### src/design/adc_link_pkg.sv
// constants shared by both ends of the converter readout link
// assumes both ends run from one 250 MHz reference clock
package adc_link_pkg;
    // reference clock
    localparam int CLK_PERIOD_NS = 4;
    // result word and frame shape
    localparam int RESULT_W = 16;
    localparam int BURST_PULSES = 18;
    localparam int EXTRA_PULSES = 1;
    localparam int FRAME_SAMPLES = BURST_PULSES + EXTRA_PULSES;
    localparam logic [2:0] SYNC_HEADER = 3'h2;
    localparam logic [1:0] HEADER_TAIL = 2'h2;
    localparam logic FRAME_IDLE_BIT = 1'h0;
    // result-ready delay after a start edge, a least time
    localparam int T_MSB_NS = 100;
    localparam int T_MSB_CYC =
        (T_MSB_NS + CLK_PERIOD_NS - 1) / CLK_PERIOD_NS;
    // upper limit on the start pulse high time, a longest time
    localparam int START_PULSE_HIGH_LIMIT_NS = 20;
    localparam int START_PULSE_HIGH_CYC =
        (START_PULSE_HIGH_LIMIT_NS / CLK_PERIOD_NS) < 1 ? 1 :
        (START_PULSE_HIGH_LIMIT_NS / CLK_PERIOD_NS);
    // extra host wait covering synchroniser latency on both ends
    localparam int LINK_MARGIN_CYC = 8;
    // host shift clock half period in reference cycles
    localparam int SCLK_HALF_CYC = 3;
    // number of capture phases
    localparam int CAPTURE_PHASES = 3;
endpackage : adc_link_pkg

### src/design/adc_link_if.sv
// interface joining the converter end and the host end
// the three wires are the logical levels of the differential pairs
`timescale 1ns/1ps
`default_nettype none
interface adc_link_if;
    logic conv_start_pair;
    logic shift_clk;
    logic serial_data;

    // converter end: no clock is returned with the data
    modport dev (
        input  conv_start_pair,
        input  shift_clk,
        output serial_data
    );

    // host end
    modport host (
        output conv_start_pair,
        output shift_clk,
        input  serial_data
    );
endinterface : adc_link_if
`default_nettype wire

### src/design/adc_host_end.sv
// host end: start pulses, shift clock bursts, phase-picking capture
// assumes one instance per converter; results leave through a FIFO
`timescale 1ns/1ps
`default_nettype none

module result_fifo #(
    parameter int WIDTH = 16,
    parameter int DEPTH = 8
) (
    // clock and reset
    input  wire logic             REF_CLK_IN,
    input  wire logic             RST_B_IN,
    // fill side
    input  wire logic             IN_VALID_IN,
    output logic                  IN_READY_OUT,
    input  wire logic [WIDTH-1:0] IN_DATA_IN,
    // drain side
    output logic                  OUT_VALID_OUT,
    input  wire logic             OUT_READY_IN,
    output logic [WIDTH-1:0]      OUT_DATA_OUT
);
    localparam int AW = $clog2(DEPTH);

    if (DEPTH < 2 || (1 << AW) != DEPTH) begin : g_chk_depth
        $error("fifo depth must be a power of two, at least two");
    end

    logic [WIDTH-1:0] mem_q [DEPTH];
    logic [AW-1:0]    wr_q;
    logic [AW-1:0]    rd_q;
    logic [AW:0]      cnt_q;
    logic             push;
    logic             pop;

    assign IN_READY_OUT = (cnt_q != (AW+1)'(DEPTH));
    assign OUT_VALID_OUT = (cnt_q != '0);
    assign push = IN_VALID_IN & IN_READY_OUT;
    assign pop = OUT_VALID_OUT & OUT_READY_IN;
    assign OUT_DATA_OUT = mem_q[rd_q];

    always_ff @(posedge REF_CLK_IN) begin
        if (push) begin
            mem_q[wr_q] <= IN_DATA_IN;
        end
    end

    always_ff @(posedge REF_CLK_IN) begin
        if (!RST_B_IN) begin
            wr_q <= '0;
            rd_q <= '0;
            cnt_q <= '0;
        end else begin
            wr_q <= wr_q + AW'(push);
            rd_q <= rd_q + AW'(pop);
            cnt_q <= cnt_q + (AW+1)'(push) - (AW+1)'(pop);
        end
    end
endmodule : result_fifo

module adc_host_end
    import adc_link_pkg::*;
#(
    parameter int HALF_CYC = SCLK_HALF_CYC,
    parameter int PULSES = FRAME_SAMPLES,
    parameter int WAIT_CYC = T_MSB_CYC + LINK_MARGIN_CYC,
    parameter int FIFO_DEPTH = 8
) (
    // clock and reset
    input  wire logic                REF_CLK_IN,
    input  wire logic                RST_B_IN,
    // conversion request
    input  wire logic                START_IN,
    output logic                     START_READY_OUT,
    // result stream
    output logic                     RESULT_VALID_OUT,
    input  wire logic                RESULT_READY_IN,
    output logic [RESULT_W-1:0]      RESULT_DATA_OUT,
    // capture status
    output logic [1:0]               PHASE_OUT,
    output logic                     SYNC_ERR_OUT,
    // link
    adc_link_if.host                 link
);
    localparam int PERIOD = 2 * HALF_CYC;
    localparam int PC_W = $clog2(PERIOD);
    localparam int K_W = $clog2(FRAME_SAMPLES + 1);
    localparam int T_W = $clog2(WAIT_CYC + START_PULSE_HIGH_CYC + 1);

    if (PERIOD % CAPTURE_PHASES != 0 || HALF_CYC < 3) begin : g_chk_p
        $error("shift period must split into three phases");
    end
    if (PULSES < BURST_PULSES || PULSES > FRAME_SAMPLES) begin : g_chk_n
        $error("burst must hold 18 or 19 pulses");
    end

    typedef enum logic [2:0] {
        H_IDLE  = 3'h0,
        H_CNV   = 3'h1,
        H_WAIT  = 3'h2,
        H_BURST = 3'h3,
        H_PICK  = 3'h4,
        H_PUSH  = 3'h5
    } host_state_t;

    host_state_t              st_q;
    logic [T_W-1:0]           tmr_q;
    logic [PC_W-1:0]          pc_q;
    logic [K_W-1:0]           k_q;
    logic                     cnv_q;
    logic                     sck_q;
    logic                     din_s1_q;
    logic                     din_s2_q;
    logic [FRAME_SAMPLES-1:0] cap_q [CAPTURE_PHASES];
    logic [RESULT_W-1:0]      word [CAPTURE_PHASES];
    logic [CAPTURE_PHASES-1:0] ok;
    logic [1:0]               sel;
    logic [RESULT_W-1:0]      res_q;
    logic [1:0]               phase_q;
    logic                     err_q;
    logic                     fifo_ready;
    logic                     period_end;

    // data pair synchroniser
    always_ff @(posedge REF_CLK_IN) begin
        if (!RST_B_IN) begin
            din_s1_q <= 1'h0;
            din_s2_q <= 1'h0;
        end else begin
            din_s1_q <= link.serial_data;
            din_s2_q <= din_s1_q;
        end
    end

    assign period_end = (pc_q == PC_W'(PERIOD - 1));

    // sequencer
    always_ff @(posedge REF_CLK_IN) begin
        if (!RST_B_IN) begin
            st_q <= H_IDLE;
            tmr_q <= '0;
            pc_q <= '0;
            k_q <= '0;
        end else begin
            unique case (st_q)
                H_IDLE: begin
                    if (START_IN) begin
                        st_q <= H_CNV;
                        tmr_q <= T_W'(START_PULSE_HIGH_CYC - 1);
                    end
                end
                H_CNV: begin
                    if (tmr_q == '0) begin
                        st_q <= H_WAIT;
                        tmr_q <= T_W'(WAIT_CYC - 1);
                    end else begin
                        tmr_q <= tmr_q - 1'h1;
                    end
                end
                H_WAIT: begin
                    // burst only after the ready delay
                    if (tmr_q == '0) begin
                        st_q <= H_BURST;
                        pc_q <= '0;
                        k_q <= '0;
                    end else begin
                        tmr_q <= tmr_q - 1'h1;
                    end
                end
                H_BURST: begin
                    pc_q <= period_end ? '0 : pc_q + 1'h1;
                    if (period_end) begin
                        k_q <= k_q + 1'h1;
                        if (k_q == K_W'(FRAME_SAMPLES - 1)) begin
                            st_q <= H_PICK;
                        end
                    end
                end
                H_PICK: begin
                    st_q <= H_PUSH;
                end
                H_PUSH: begin
                    // stalls while the fifo is full and the frame had no sync error
                    if (fifo_ready || err_q) begin
                        st_q <= H_IDLE;
                    end
                end
                default: begin
                    st_q <= H_IDLE;
                end
            endcase
        end
    end

    // start pulse dropped within the limit
    always_ff @(posedge REF_CLK_IN) begin
        if (!RST_B_IN) begin
            cnv_q <= 1'h0;
        end else begin
            cnv_q <= (st_q == H_CNV) && (tmr_q != '0);
        end
    end

    always_ff @(posedge REF_CLK_IN) begin
        if (!RST_B_IN) begin
            sck_q <= 1'h1;
        end else begin
            sck_q <= !((st_q == H_BURST) && (k_q < K_W'(PULSES)) &&
                       (pc_q < PC_W'(HALF_CYC)));
        end
    end

    // three capture phases 120 degrees apart
    for (genvar p = 0; p < CAPTURE_PHASES; p++) begin : g_phase
        always_ff @(posedge REF_CLK_IN) begin
            if (!RST_B_IN || st_q == H_WAIT) begin
                cap_q[p] <= '0;
            end else if (st_q == H_BURST &&
                         pc_q == PC_W'(p * PERIOD / CAPTURE_PHASES)) begin
                cap_q[p] <= {cap_q[p][FRAME_SAMPLES-2:0], din_s2_q};
            end
        end
        always_comb begin
            ok[p] = 1'h0;
            word[p] = '0;
            if (cap_q[p][FRAME_SAMPLES-1 -: 3] == SYNC_HEADER) begin
                ok[p] = 1'h1;
                word[p] = cap_q[p][RESULT_W-1:0];
            end else if (cap_q[p][FRAME_SAMPLES-1 -: 2] == HEADER_TAIL) begin
                ok[p] = 1'h1;
                word[p] = cap_q[p][RESULT_W:1];
            end
        end
    end

    always_comb begin
        if (ok[1]) begin
            sel = 2'h1;
        end else if (ok[2]) begin
            sel = 2'h2;
        end else begin
            sel = 2'h0;
        end
    end

    always_ff @(posedge REF_CLK_IN) begin
        if (!RST_B_IN) begin
            res_q <= '0;
            phase_q <= '0;
            err_q <= 1'h0;
        end else if (st_q == H_PICK) begin
            res_q <= word[sel];
            phase_q <= sel;
            err_q <= (ok == '0);
        end
    end

    result_fifo #(
        .WIDTH(RESULT_W),
        .DEPTH(FIFO_DEPTH)
    ) u_fifo (
        .REF_CLK_IN   (REF_CLK_IN),
        .RST_B_IN     (RST_B_IN),
        .IN_VALID_IN  ((st_q == H_PUSH) && !err_q),
        .IN_READY_OUT (fifo_ready),
        .IN_DATA_IN   (res_q),
        .OUT_VALID_OUT(RESULT_VALID_OUT),
        .OUT_READY_IN (RESULT_READY_IN),
        .OUT_DATA_OUT (RESULT_DATA_OUT)
    );

    assign link.conv_start_pair = cnv_q;
    assign link.shift_clk = sck_q;
    assign START_READY_OUT = (st_q == H_IDLE);
    assign PHASE_OUT = phase_q;
    assign SYNC_ERR_OUT = err_q;

endmodule : adc_host_end
`default_nettype wire

### src/flat_wrapper.sv
// flat-port wrapper written by rule: the top's interface ports become plain ports
module adc_host_end_flat import adc_link_pkg::*;
#(
    parameter int HALF_CYC = SCLK_HALF_CYC,
    parameter int PULSES = FRAME_SAMPLES,
    parameter int WAIT_CYC = T_MSB_CYC + LINK_MARGIN_CYC,
    parameter int FIFO_DEPTH = 8
)
  (REF_CLK_IN, RST_B_IN, START_IN, START_READY_OUT, RESULT_VALID_OUT, RESULT_READY_IN, RESULT_DATA_OUT, PHASE_OUT, SYNC_ERR_OUT, link_conv_start_pair, link_shift_clk, link_serial_data);
  adc_link_if link_i ();
  input  wire logic REF_CLK_IN;
  input  wire logic RST_B_IN;
  input  wire logic START_IN;
  output logic START_READY_OUT;
  output logic RESULT_VALID_OUT;
  input  wire logic RESULT_READY_IN;
  output logic [RESULT_W-1:0] RESULT_DATA_OUT;
  output logic [1:0] PHASE_OUT;
  output logic SYNC_ERR_OUT;
  output wire logic [$bits(link_i.conv_start_pair)-1:0] link_conv_start_pair;
  output wire logic [$bits(link_i.shift_clk)-1:0] link_shift_clk;
  input wire logic [$bits(link_i.serial_data)-1:0] link_serial_data;
  assign link_conv_start_pair = link_i.conv_start_pair;
  assign link_shift_clk = link_i.shift_clk;
  assign link_i.serial_data = link_serial_data;
  adc_host_end #(.HALF_CYC(HALF_CYC), .PULSES(PULSES), .WAIT_CYC(WAIT_CYC), .FIFO_DEPTH(FIFO_DEPTH)) u_core (.REF_CLK_IN(REF_CLK_IN), .RST_B_IN(RST_B_IN), .START_IN(START_IN), .START_READY_OUT(START_READY_OUT), .RESULT_VALID_OUT(RESULT_VALID_OUT), .RESULT_READY_IN(RESULT_READY_IN), .RESULT_DATA_OUT(RESULT_DATA_OUT), .PHASE_OUT(PHASE_OUT), .SYNC_ERR_OUT(SYNC_ERR_OUT), .link(link_i));
endmodule
### config.mk
export PLATFORM = sky130hd
export DESIGN_NAME = adc_host_end_flat
export DESIGN_NICKNAME = d
export VERILOG_FILES = /design/src/design/adc_link_pkg.sv /design/src/design/adc_link_if.sv /design/src/design/adc_host_end.sv /design/src/flat_wrapper.sv
export SDC_FILE = /design/constraint.sdc
export NUM_CORES = 1
export LEC_CHECK = 0
export BUFFER_PORTS_ARGS = -buffer_cell sky130_fd_sc_hd__clkbuf_2
export CAP_MARGIN = 10
export CORE_UTILIZATION = 59
export DETAILED_ROUTE_END_ITERATION = 10
export PLACE_DENSITY = 0.82
export SYNTH_ARGS = -nofsm -noshare
export SYNTH_HDL_FRONTEND = slang
export SYNTH_SLANG_ARGS = --single-unit
### constraint.sdc
create_clock -name REF_CLK_IN -period 9.1 [get_ports REF_CLK_IN]
set_input_delay 0.455 -clock REF_CLK_IN [delete_from_list [all_inputs] [get_ports REF_CLK_IN]]
set_output_delay 0.455 -clock REF_CLK_IN [all_outputs]
set_load 0.05 [all_outputs]
==> impl_results.rst, run 1 <==
.. list-table::
   :header-rows: 1

   * - Metric
     - Value
   * - Max Cap Viol
     - 0
   * - Final Hold Violating Endpoints
     - 0
   * - Xor and xnor fraction of the mapped netlist area
     - 0.430%
   * - Antenna violations before repair
     - 0
   * - Antenna diodes
     - 0
   * - Netlist area before placement
     - about 0.010 mm2
   * - Share of synthesized area spent on multiplexers
     - between 9 and 10%
   * - TritonCTS clock tree
     - built
   * - All-Layer GR Usage
     - 25.0%
   * - Placed cells
     - roughly 900
   * - Area added between synthesis and finish
     - 11.1%
   * - Core box area
     - about 0.017 mm2
   * - CTS Root Cell
     - sky130_fd_sc_hd__clkbuf_16
   * - Clock transition at path regs
     - ~0.060 ns
   * - Portion of the post-synthesis area used by sequential elements
     - roughly 64%
   * - Total power divided by cell area
     - 278 mW/mm2
   * - Total leakage power
     - roughly 0.0038 uW
   * - Maximum level of the CTS H-tree
     - 1
   * - Slew at the pin closest to its max-slew limit
     - 1.21 ns
   * - Final period util
     - 33.5%
   * - Design Power
     - between 3000 and 4000 uW
   * - Maximum clock insertion buffer count
     - 3
   * - DIE WIDTH
     - approximately 130 um
   * - Die Footprint
     - approximately 0.018 mm2
   * - Syn Inst Count
     - 696
   * - Ratio of cells with drive above 1 in the final layout
     - ~19%
   * - Slew headroom
     - between 10% and 20%
   * - Largest net degree at the start of global routing
     - 34
   * - Boundary Pins
     - 28
   * - Largest area contributor in the synthesized netlist
     - sky130_fd_sc_hd__edfxtp_1
   * - Buffers plus inverters on the worst setup path
     - 1
   * - Clk_skew
     - 0.0148 ns
   * - Number of placement rows
     - 47
   * - Largest family of logic cells by synthesized area
     - compound AO/OA/AOI/OAI gates
   * - Total number of clock tree sinks
     - around 240
   * - Adder and majority gate portion of the synthesized area
     - 1.67%
   * - Port Buffer Count
     - 27
   * - Detail Placement HPWL
     - 13,400 um
   * - Required time at the worst-slack endpoint
     - 9.33 ns
   * - Cts repair resizes
     - 0
   * - Setup repair after global routing missed its margin
     - no
   * - Final antenna-violating net count
     - 0
   * - Remaining DRCs
     - 0
   * - Chain of cells forming the critical path
     - nor4bb_1 > a21boi_1 > nand2b_1 > nor2_1 > buf_4
   * - First-pass detailed-route iteration total
     - 5
   * - Starting DRT DRC Count
     - between 600 and 700
   * - Final Setup Violations
     - 0
   * - Number of synthesis warnings
     - 0
   * - Crit path capture type
     - flip-flop
   * - Final critical delay including setup and external delays
     - approximately 3.1 ns
   * - Die H
     - 133 um
   * - Pre-CTS WS
     - between 6 and 7 ns
   * - Final Max Tran Viols
     - 0
   * - Fraction of the mapped netlist area in simple logic gates
     - a little over a tenth
   * - First-pass GRT wire length
     - ~34,000 um
   * - Most common library cells after synthesis
     - sky130_fd_sc_hd__edfxtp_1, sky130_fd_sc_hd__and2_1, sky130_fd_sc_hd__dfxtp_1
   * - Combined area of the multi-input logic cells
     - 0.00337 mm2
   * - Average wire per cell in the routed design
     - roughly 22 um
   * - Biggest area contributors in the synthesized netlist
     - sky130_fd_sc_hd__edfxtp_1, sky130_fd_sc_hd__dfxtp_1, sky130_fd_sc_hd__mux4_2
   * - Fillcell total
     - between 1,000 and 1,500
   * - Area taken by flip-flops and latches
     - between 0.006 and 0.007 mm2
   * - Leftover overflow at the end of global routing
     - 0
   * - Layout net count
     - around 740
   * - Outcome
     - finished clean
   * - Slack of the critical path
     - slightly above 6 ns
   * - Count of placed standard cells in the final layout, fillers left out
     - around 960
   * - TritonCTS buffer count
     - 24
   * - Net count after synthesis
     - around 710
   * - GP Congestion
     - 0.903
   * - Critical Path Slowest Stage Cell
     - sky130_fd_sc_hd__dfxtp_1
   * - Area share of the largest cell type after synthesis
     - between 50% and 60%
   * - Crit path launch type
     - flip-flop
   * - CTS hold repair buffers
     - 0
   * - Via Count
     - approximately 6,300
   * - Async set-or-reset flop fraction in the synthesized netlist
     - 0%
   * - Starting density of the core
     - between 60% and 70%
   * - Total detailed-routing wirelength
     - between 20,000 and 25,000 um
   * - Largest driver fanout on the critical path
     - 22
   * - Number of synthesized register bits
     - about 240
   * - Number of post-CTS setup repair buffers
     - 0
   * - Number of vias per cell after detailed routing
     - between 6 and 7
   * - Summed negative setup slack over all endpoints
     - 0 ns
   * - Maximum single-stage delay on the critical path
     - around 0.76 ns
   * - Clock latency on the worst-skew pair
     - about 0.53 ns
   * - Yosys cell types
     - 65
   * - Maximum operating frequency
     - about 0.33 GHz
   * - Most frequent cell after synthesis
     - sky130_fd_sc_hd__edfxtp_1
   * - Dominant synthesized flop cell
     - sky130_fd_sc_hd__edfxtp_1
   * - Worst IR drop on VDD
     - 0.000186 V
   * - Count of flip-flops with a built-in enable after synthesis
     - about 190
   * - Vias in the first global route
     - 6,199
   * - Class of the most critical setup path
     - reg -> reg
   * - Mean Syn Cell Area
     - 14.6 um2
   * - Cell class contributing the biggest share of worst-path delay
     - simple AND/OR/NAND/NOR gates
   * - HP Class
     - in -> reg
   * - Data arrival time at the worst-slack endpoint
     - between 3 and 4 ns
   * - Area fraction in compound gates after synthesis
     - a little under an eighth
==> layer usage <==
metal	vias to the layer above	GRT usage, %	wire [um]	part of all wire [%]
met5	-	0	0	0
met4	0	7.45	553	2.6
met3	40	3.08	1110	5.2
met2	236	44.4	11100	52
met1	3184	32.3	8620	40
li1	2815	-	-	-
==> kinds of logic (layout without fill, tap and decap cells) <==
family	count (synthesis)	count (layout)
DFF	235	235
and+or+nand+nor	186	186
buffers and inverters	59	99
adders and majority gates	13	13
muxes	51	51
AOI/OAI and AO/OA	147	147
xor gates and xnor gates	5	5
==> state kept, by name, indices dropped and copies added, names as in the netlist <==
| name | flops |
|---|---|
| u_core.tmr_q | 6 |
| u_core.din_s2_q | 1 |
| u_core.link.conv_start_pair | 1 |
| u_core.pc_q | 3 |
| u_core.link.shift_clk | 1 |
| u_core.cap_q | 57 |
| u_core.res_q | 16 |
| u_core.u_fifo.wr_q | 3 |
| u_core.st_q | 3 |
| u_core.u_fifo.mem_q | 128 |
| u_core.SYNC_ERR_OUT | 1 |
| u_core.din_s1_q | 1 |
| u_core.u_fifo.cnt_q | 4 |
| u_core.u_fifo.rd_q | 3 |
| u_core.PHASE_OUT | 2 |
| u_core.k_q | 5 |
==> worst paths after layout <==
path | cells after the start | slack [ns] | to | start
max | 5 | 6.05 | u_core.u_fifo.mem_q[6][13] | u_core.st_q[0]
min | 2 | 0.15 | u_core.din_s1_q | link_serial_data
max reg2reg | 5 | 6.05 | u_core.u_fifo.mem_q[6][13] | u_core.st_q[0]
min reg2reg | 1 | 0.44 | u_core.din_s2_q | u_core.din_s1_q
==> layout by cell type, fill, tap and decap left out, types with 3 or more instances in the layout <==
cell / netlist / layout
sky130_fd_sc_hd__a211oi_1: 3 / 3
sky130_fd_sc_hd__a21o_1: 4 / 4
sky130_fd_sc_hd__a21oi_1: 21 / 21
sky130_fd_sc_hd__a32o_1: 15 / 15
sky130_fd_sc_hd__a32oi_1: 46 / 46
sky130_fd_sc_hd__and2_1: 64 / 64
sky130_fd_sc_hd__buf_4: 1 / 14
sky130_fd_sc_hd__bufinv_16: 0 / 3
sky130_fd_sc_hd__clkbuf_1: 30 / 4
sky130_fd_sc_hd__clkbuf_16: 0 / 24
sky130_fd_sc_hd__clkbuf_2: 0 / 27
sky130_fd_sc_hd__clkinv_1: 1 / 4
sky130_fd_sc_hd__clkinv_2: 0 / 3
sky130_fd_sc_hd__clkinvlp_4: 0 / 4
sky130_fd_sc_hd__dfxtp_1: 50 / 49
sky130_fd_sc_hd__edfxtp_1: 185 / 185
sky130_fd_sc_hd__ha_1: 12 / 12
sky130_fd_sc_hd__inv_1: 11 / 11
sky130_fd_sc_hd__mux2_2: 16 / 16
sky130_fd_sc_hd__mux2i_1: 3 / 3
sky130_fd_sc_hd__mux4_2: 32 / 32
sky130_fd_sc_hd__nand2_1: 16 / 16
sky130_fd_sc_hd__nand2b_1: 13 / 13
sky130_fd_sc_hd__nand3_1: 20 / 20
sky130_fd_sc_hd__nor2_1: 31 / 31
sky130_fd_sc_hd__nor2b_1: 9 / 9
sky130_fd_sc_hd__nor3_1: 6 / 4
sky130_fd_sc_hd__nor3_2: 1 / 3
sky130_fd_sc_hd__o211ai_1: 19 / 19
sky130_fd_sc_hd__o21ai_0: 10 / 7
sky130_fd_sc_hd__o21ai_1: 0 / 3
sky130_fd_sc_hd__o311ai_0: 4 / 4
sky130_fd_sc_hd__o31ai_1: 7 / 7
sky130_fd_sc_hd__or3_1: 3 / 3
sky130_fd_sc_hd__or3b_2: 3 / 3
sky130_fd_sc_hd__or4_1: 3 / 3
sky130_fd_sc_hd__xnor2_1: 4 / 4
==> layout make-up <==
class                   count  area share [%]
flip-flops and latches    235            57.9
clock buffers              30            5.68
repair buffers             43            2.40
clock inverters            14            1.44
inverters                  12           0.398
well taps                 220            2.43
multi-input cells         402            29.8
==> stage by stage <==
stage	utilization, %	hold slack (ns)	area (um2)
after floorplan	-	0.412	10200
after global placement	62.8	0.418	10500
after detailed placement	62.8	0.436	10500
after CTS	67.6	0.132	11300
after global routing	67.8	0.162	11300
final	67.8	0.146	11300
==> power by group <==
| group | switching, uW | internal, uW | total (uW) | leakage (uW) |
|---|---|---|---|---|
| logic | 493 | 303 | 796 | 0.00126 |
| registers | 110 | 1250 | 1360 | 0.00212 |
| clock network | 404 | 588 | 993 | 0.000381 |
| total | 1010 | 2140 | 3150 | 0.00376 |
No activity file was read; power rests on OpenSTA's default activity.
==> run 2: changes to the inputs <==
- clock period: 9.1 -> 3.2 ns (I/O delays scaled with it)
==> impl_results.rst, run 2 (same netlist as run 1, synthesis figures left out) <==
.. list-table::
   :header-rows: 1

   * - Metric
     - Value
   * - Total detailed-routing wirelength
     - between 15,000 and 20,000 um
   * - Endpoint of the worst hold path
     - u_core.u_fifo.rd_q[0]
   * - Layout net count
     - approximately 740
   * - Ratio of cells with drive above 1 in the final layout
     - 19.3%
   * - Outcome
     - finished clean
   * - Fillcell total
     - about 1,100
   * - Number of cell instances on the worst register-to-register path
     - 8
   * - Final critical delay including setup and external delays
     - ~2.7 ns
   * - First-pass detailed-route iteration total
     - 5
   * - Die H
     - approximately 130 um
   * - Required time at the worst-slack endpoint
     - roughly 3.6 ns
   * - Final period util
     - 83.9%
   * - Data arrival time at the worst-slack endpoint
     - 3.08 ns
   * - CTS hold repair buffers
     - 1
   * - Number of post-CTS setup repair buffers
     - 0
   * - Hold Path Origin
     - RESULT_READY_IN
   * - Endpoint of the worst register-to-register path
     - u_core.u_fifo.cnt_q[2]
   * - Summed negative setup slack over all endpoints
     - 0 ns
   * - All-Layer GR Usage
     - a little under a quarter
   * - Maximum level of the CTS H-tree
     - 1
   * - Area added between synthesis and finish
     - 10.8%
   * - Register with the highest flop count
     - u_core.u_fifo.mem_q
   * - Total leakage power
     - 0.00382 uW
   * - DIE WIDTH
     - 133 um
   * - First-pass GRT wire length
     - ~32,000 um
   * - Final Max Tran Viols
     - 0
   * - TritonCTS buffer count
     - 23
   * - Maximum single-stage delay on the critical path
     - around 0.7 ns
   * - Total power divided by cell area
     - ~780 mW/mm2
   * - Slew at the pin closest to its max-slew limit
     - approximately 1.2 ns
   * - HP Class
     - in -> reg
   * - Crit path capture type
     - flip-flop
   * - Starting DRT DRC Count
     - around 670
   * - Boundary Pins
     - 28
   * - CTS Root Cell
     - sky130_fd_sc_hd__clkbuf_16
   * - Crit path launch type
     - flip-flop
   * - Largest driver fanout on the critical path
     - 21
   * - Number of placement rows
     - 47
   * - Leftover overflow at the end of global routing
     - 0
   * - Largest net degree at the start of global routing
     - 34
   * - Final antenna-violating net count
     - 0
   * - Remaining DRCs
     - 0
   * - Setup repair after global routing missed its margin
     - no
   * - Average wire per cell in the routed design
     - 20.6 um
   * - Final core utilization
     - between 60 and 70%
   * - Startpoint of the lowest-slack register-to-register path
     - u_core.st_q[2]
   * - Number of instances on the worst hold path
     - 5
   * - Port Buffer Count
     - 27
   * - FF-to-FF setup slack
     - 0.52 ns
   * - Combined area of the multi-input logic cells
     - 0.00337 mm2
   * - Cts repair resizes
     - 0
   * - Antenna violations before repair
     - 0
   * - Maximum clock insertion buffer count
     - 3
   * - Vias in the first global route
     - 5,983
   * - GP Congestion
     - just over 0.8
   * - Max Cap Viol
     - 0
   * - Starting density of the core
     - between 60% and 70%
   * - Clk_skew
     - roughly 0.0095 ns
   * - Detail Placement HPWL
     - ~13,000 um
   * - Slew headroom
     - between 10% and 20%
   * - Area taken by flip-flops and latches
     - around 0.0066 mm2
   * - Worst IR drop on VDD
     - 0.000403 V
   * - Chain of cells forming the critical path
     - nor4bb_1 > a21boi_1 > xnor2_1 > ha_1 > inv_1 > fa_1 > xor2_1 > nor2_1
   * - Leading cell type in the layout, fill and taps excluded
     - sky130_fd_sc_hd__edfxtp_1
   * - Antenna diodes
     - 0
   * - Most frequent cells in the layout
     - sky130_fd_sc_hd__edfxtp_1, sky130_fd_sc_hd__and2_1, sky130_fd_sc_hd__dfxtp_1
   * - Core box area
     - approximately 0.017 mm2
   * - Registers with the most flip-flops
     - u_core.u_fifo.mem_q x128, u_core.cap_q x57, u_core.res_q x16
   * - Final Setup Violations
     - 0
   * - Total number of clock tree sinks
     - roughly 240
   * - TritonCTS clock tree
     - built
   * - Critical Path Slowest Stage Cell
     - sky130_fd_sc_hd__dfxtp_1
   * - Maximum operating frequency
     - about 0.37 GHz
   * - Class of the most critical setup path
     - reg -> reg
   * - Flip-flop count of the largest register, all copies and words added
     - between 100 and 150
   * - Final Hold Violating Endpoints
     - 0
   * - Via Count
     - about 6,100
   * - Number of vias per cell after detailed routing
     - roughly 6.4
   * - Clock latency on the worst-skew pair
     - about 0.5 ns
   * - Die Footprint
     - around 0.018 mm2
   * - Clock transition at path regs
     - 0.07 ns
run 2: changes by cell type in the layout (fill, tap and decap cells not counted), sizes merged:
cell / before / now
buf: 16 / 19
clkbuf: 57 / 60
bufinv: 3 / 2
inv: 11 / 12
dlygate4sd3: 0 / 1
clkinv: 8 / 4
clkinvlp: 4 / 2
run 2: critical path, delay by kind of cell, from the launching register on:
kind	cells	cell delay, ns
buffers and inverters	1	0.06
AO/OA/AOI/OAI	1	0.48
adder cells (fa/ha/maj)	2	0.58
XOR/XNOR	2	0.33
AND/OR/NAND/NOR	2	0.41
flip-flops	1	0.71
run 2: area by class of cell:
cell class / instances / share of cell area [%]
sequential: 235 / 58.1
multi-input combinational: 402 / 29.9
clock buffer: 33 / 5.71
timing repair buffer: 47 / 2.66
tap: 220 / 2.44
clock inverter: 8 / 0.853
inverter: 12 / 0.399
run 2: routing by layer:
metal / up-vias / global-route usage (%) / share of wire (%)
met1: 3067 / 32.3 / 44
met2: 187 / 38.3 / 50
met3: 32 / 3.27 / 4.7
met4: 0 / 5.11 / 1.6
met5: - / 0 / 0
li1: 2815 / - / -
run 2: worst max path at each step:
stage / startpoint / endpoint / cells past startpoint / slack [ns]
2_1_floorplan: u_core.st_q[0] / u_core.u_fifo.mem_q[0][0] / 5 / 0.27
3_3_place_gp: u_core.st_q[2] / u_core.u_fifo.cnt_q[2] / 8 / 0.69
3_5_place_dp: u_core.st_q[2] / u_core.u_fifo.cnt_q[2] / 8 / 0.56
4_1_cts: u_core.st_q[2] / u_core.u_fifo.cnt_q[2] / 8 / 0.52
5_1_grt: u_core.st_q[2] / u_core.u_fifo.cnt_q[2] / 8 / 0.32
6_report: u_core.st_q[2] / u_core.u_fifo.cnt_q[2] / 8 / 0.52
run 2: stage by stage:
stage                     instance area [um2]  worst slack [ns]  hold WS [ns]  std cells  power [uW]
final                                   11300             0.515         0.173        957        8770
after global placement                  10500             0.694         0.367        915        6070
after global routing                    11300             0.319         0.212        957        9160
after detailed placement                10500             0.561         0.376        915        6160
after CTS                               11300             0.524         0.163        957        8800
after floorplan                         10200             0.270         0.287        696        5660
run 2: report_power, final:
part / internal [uW] / switching (uW)
logic: 869 / 1440
clock network: 1570 / 1070
registers: 3560 / 259
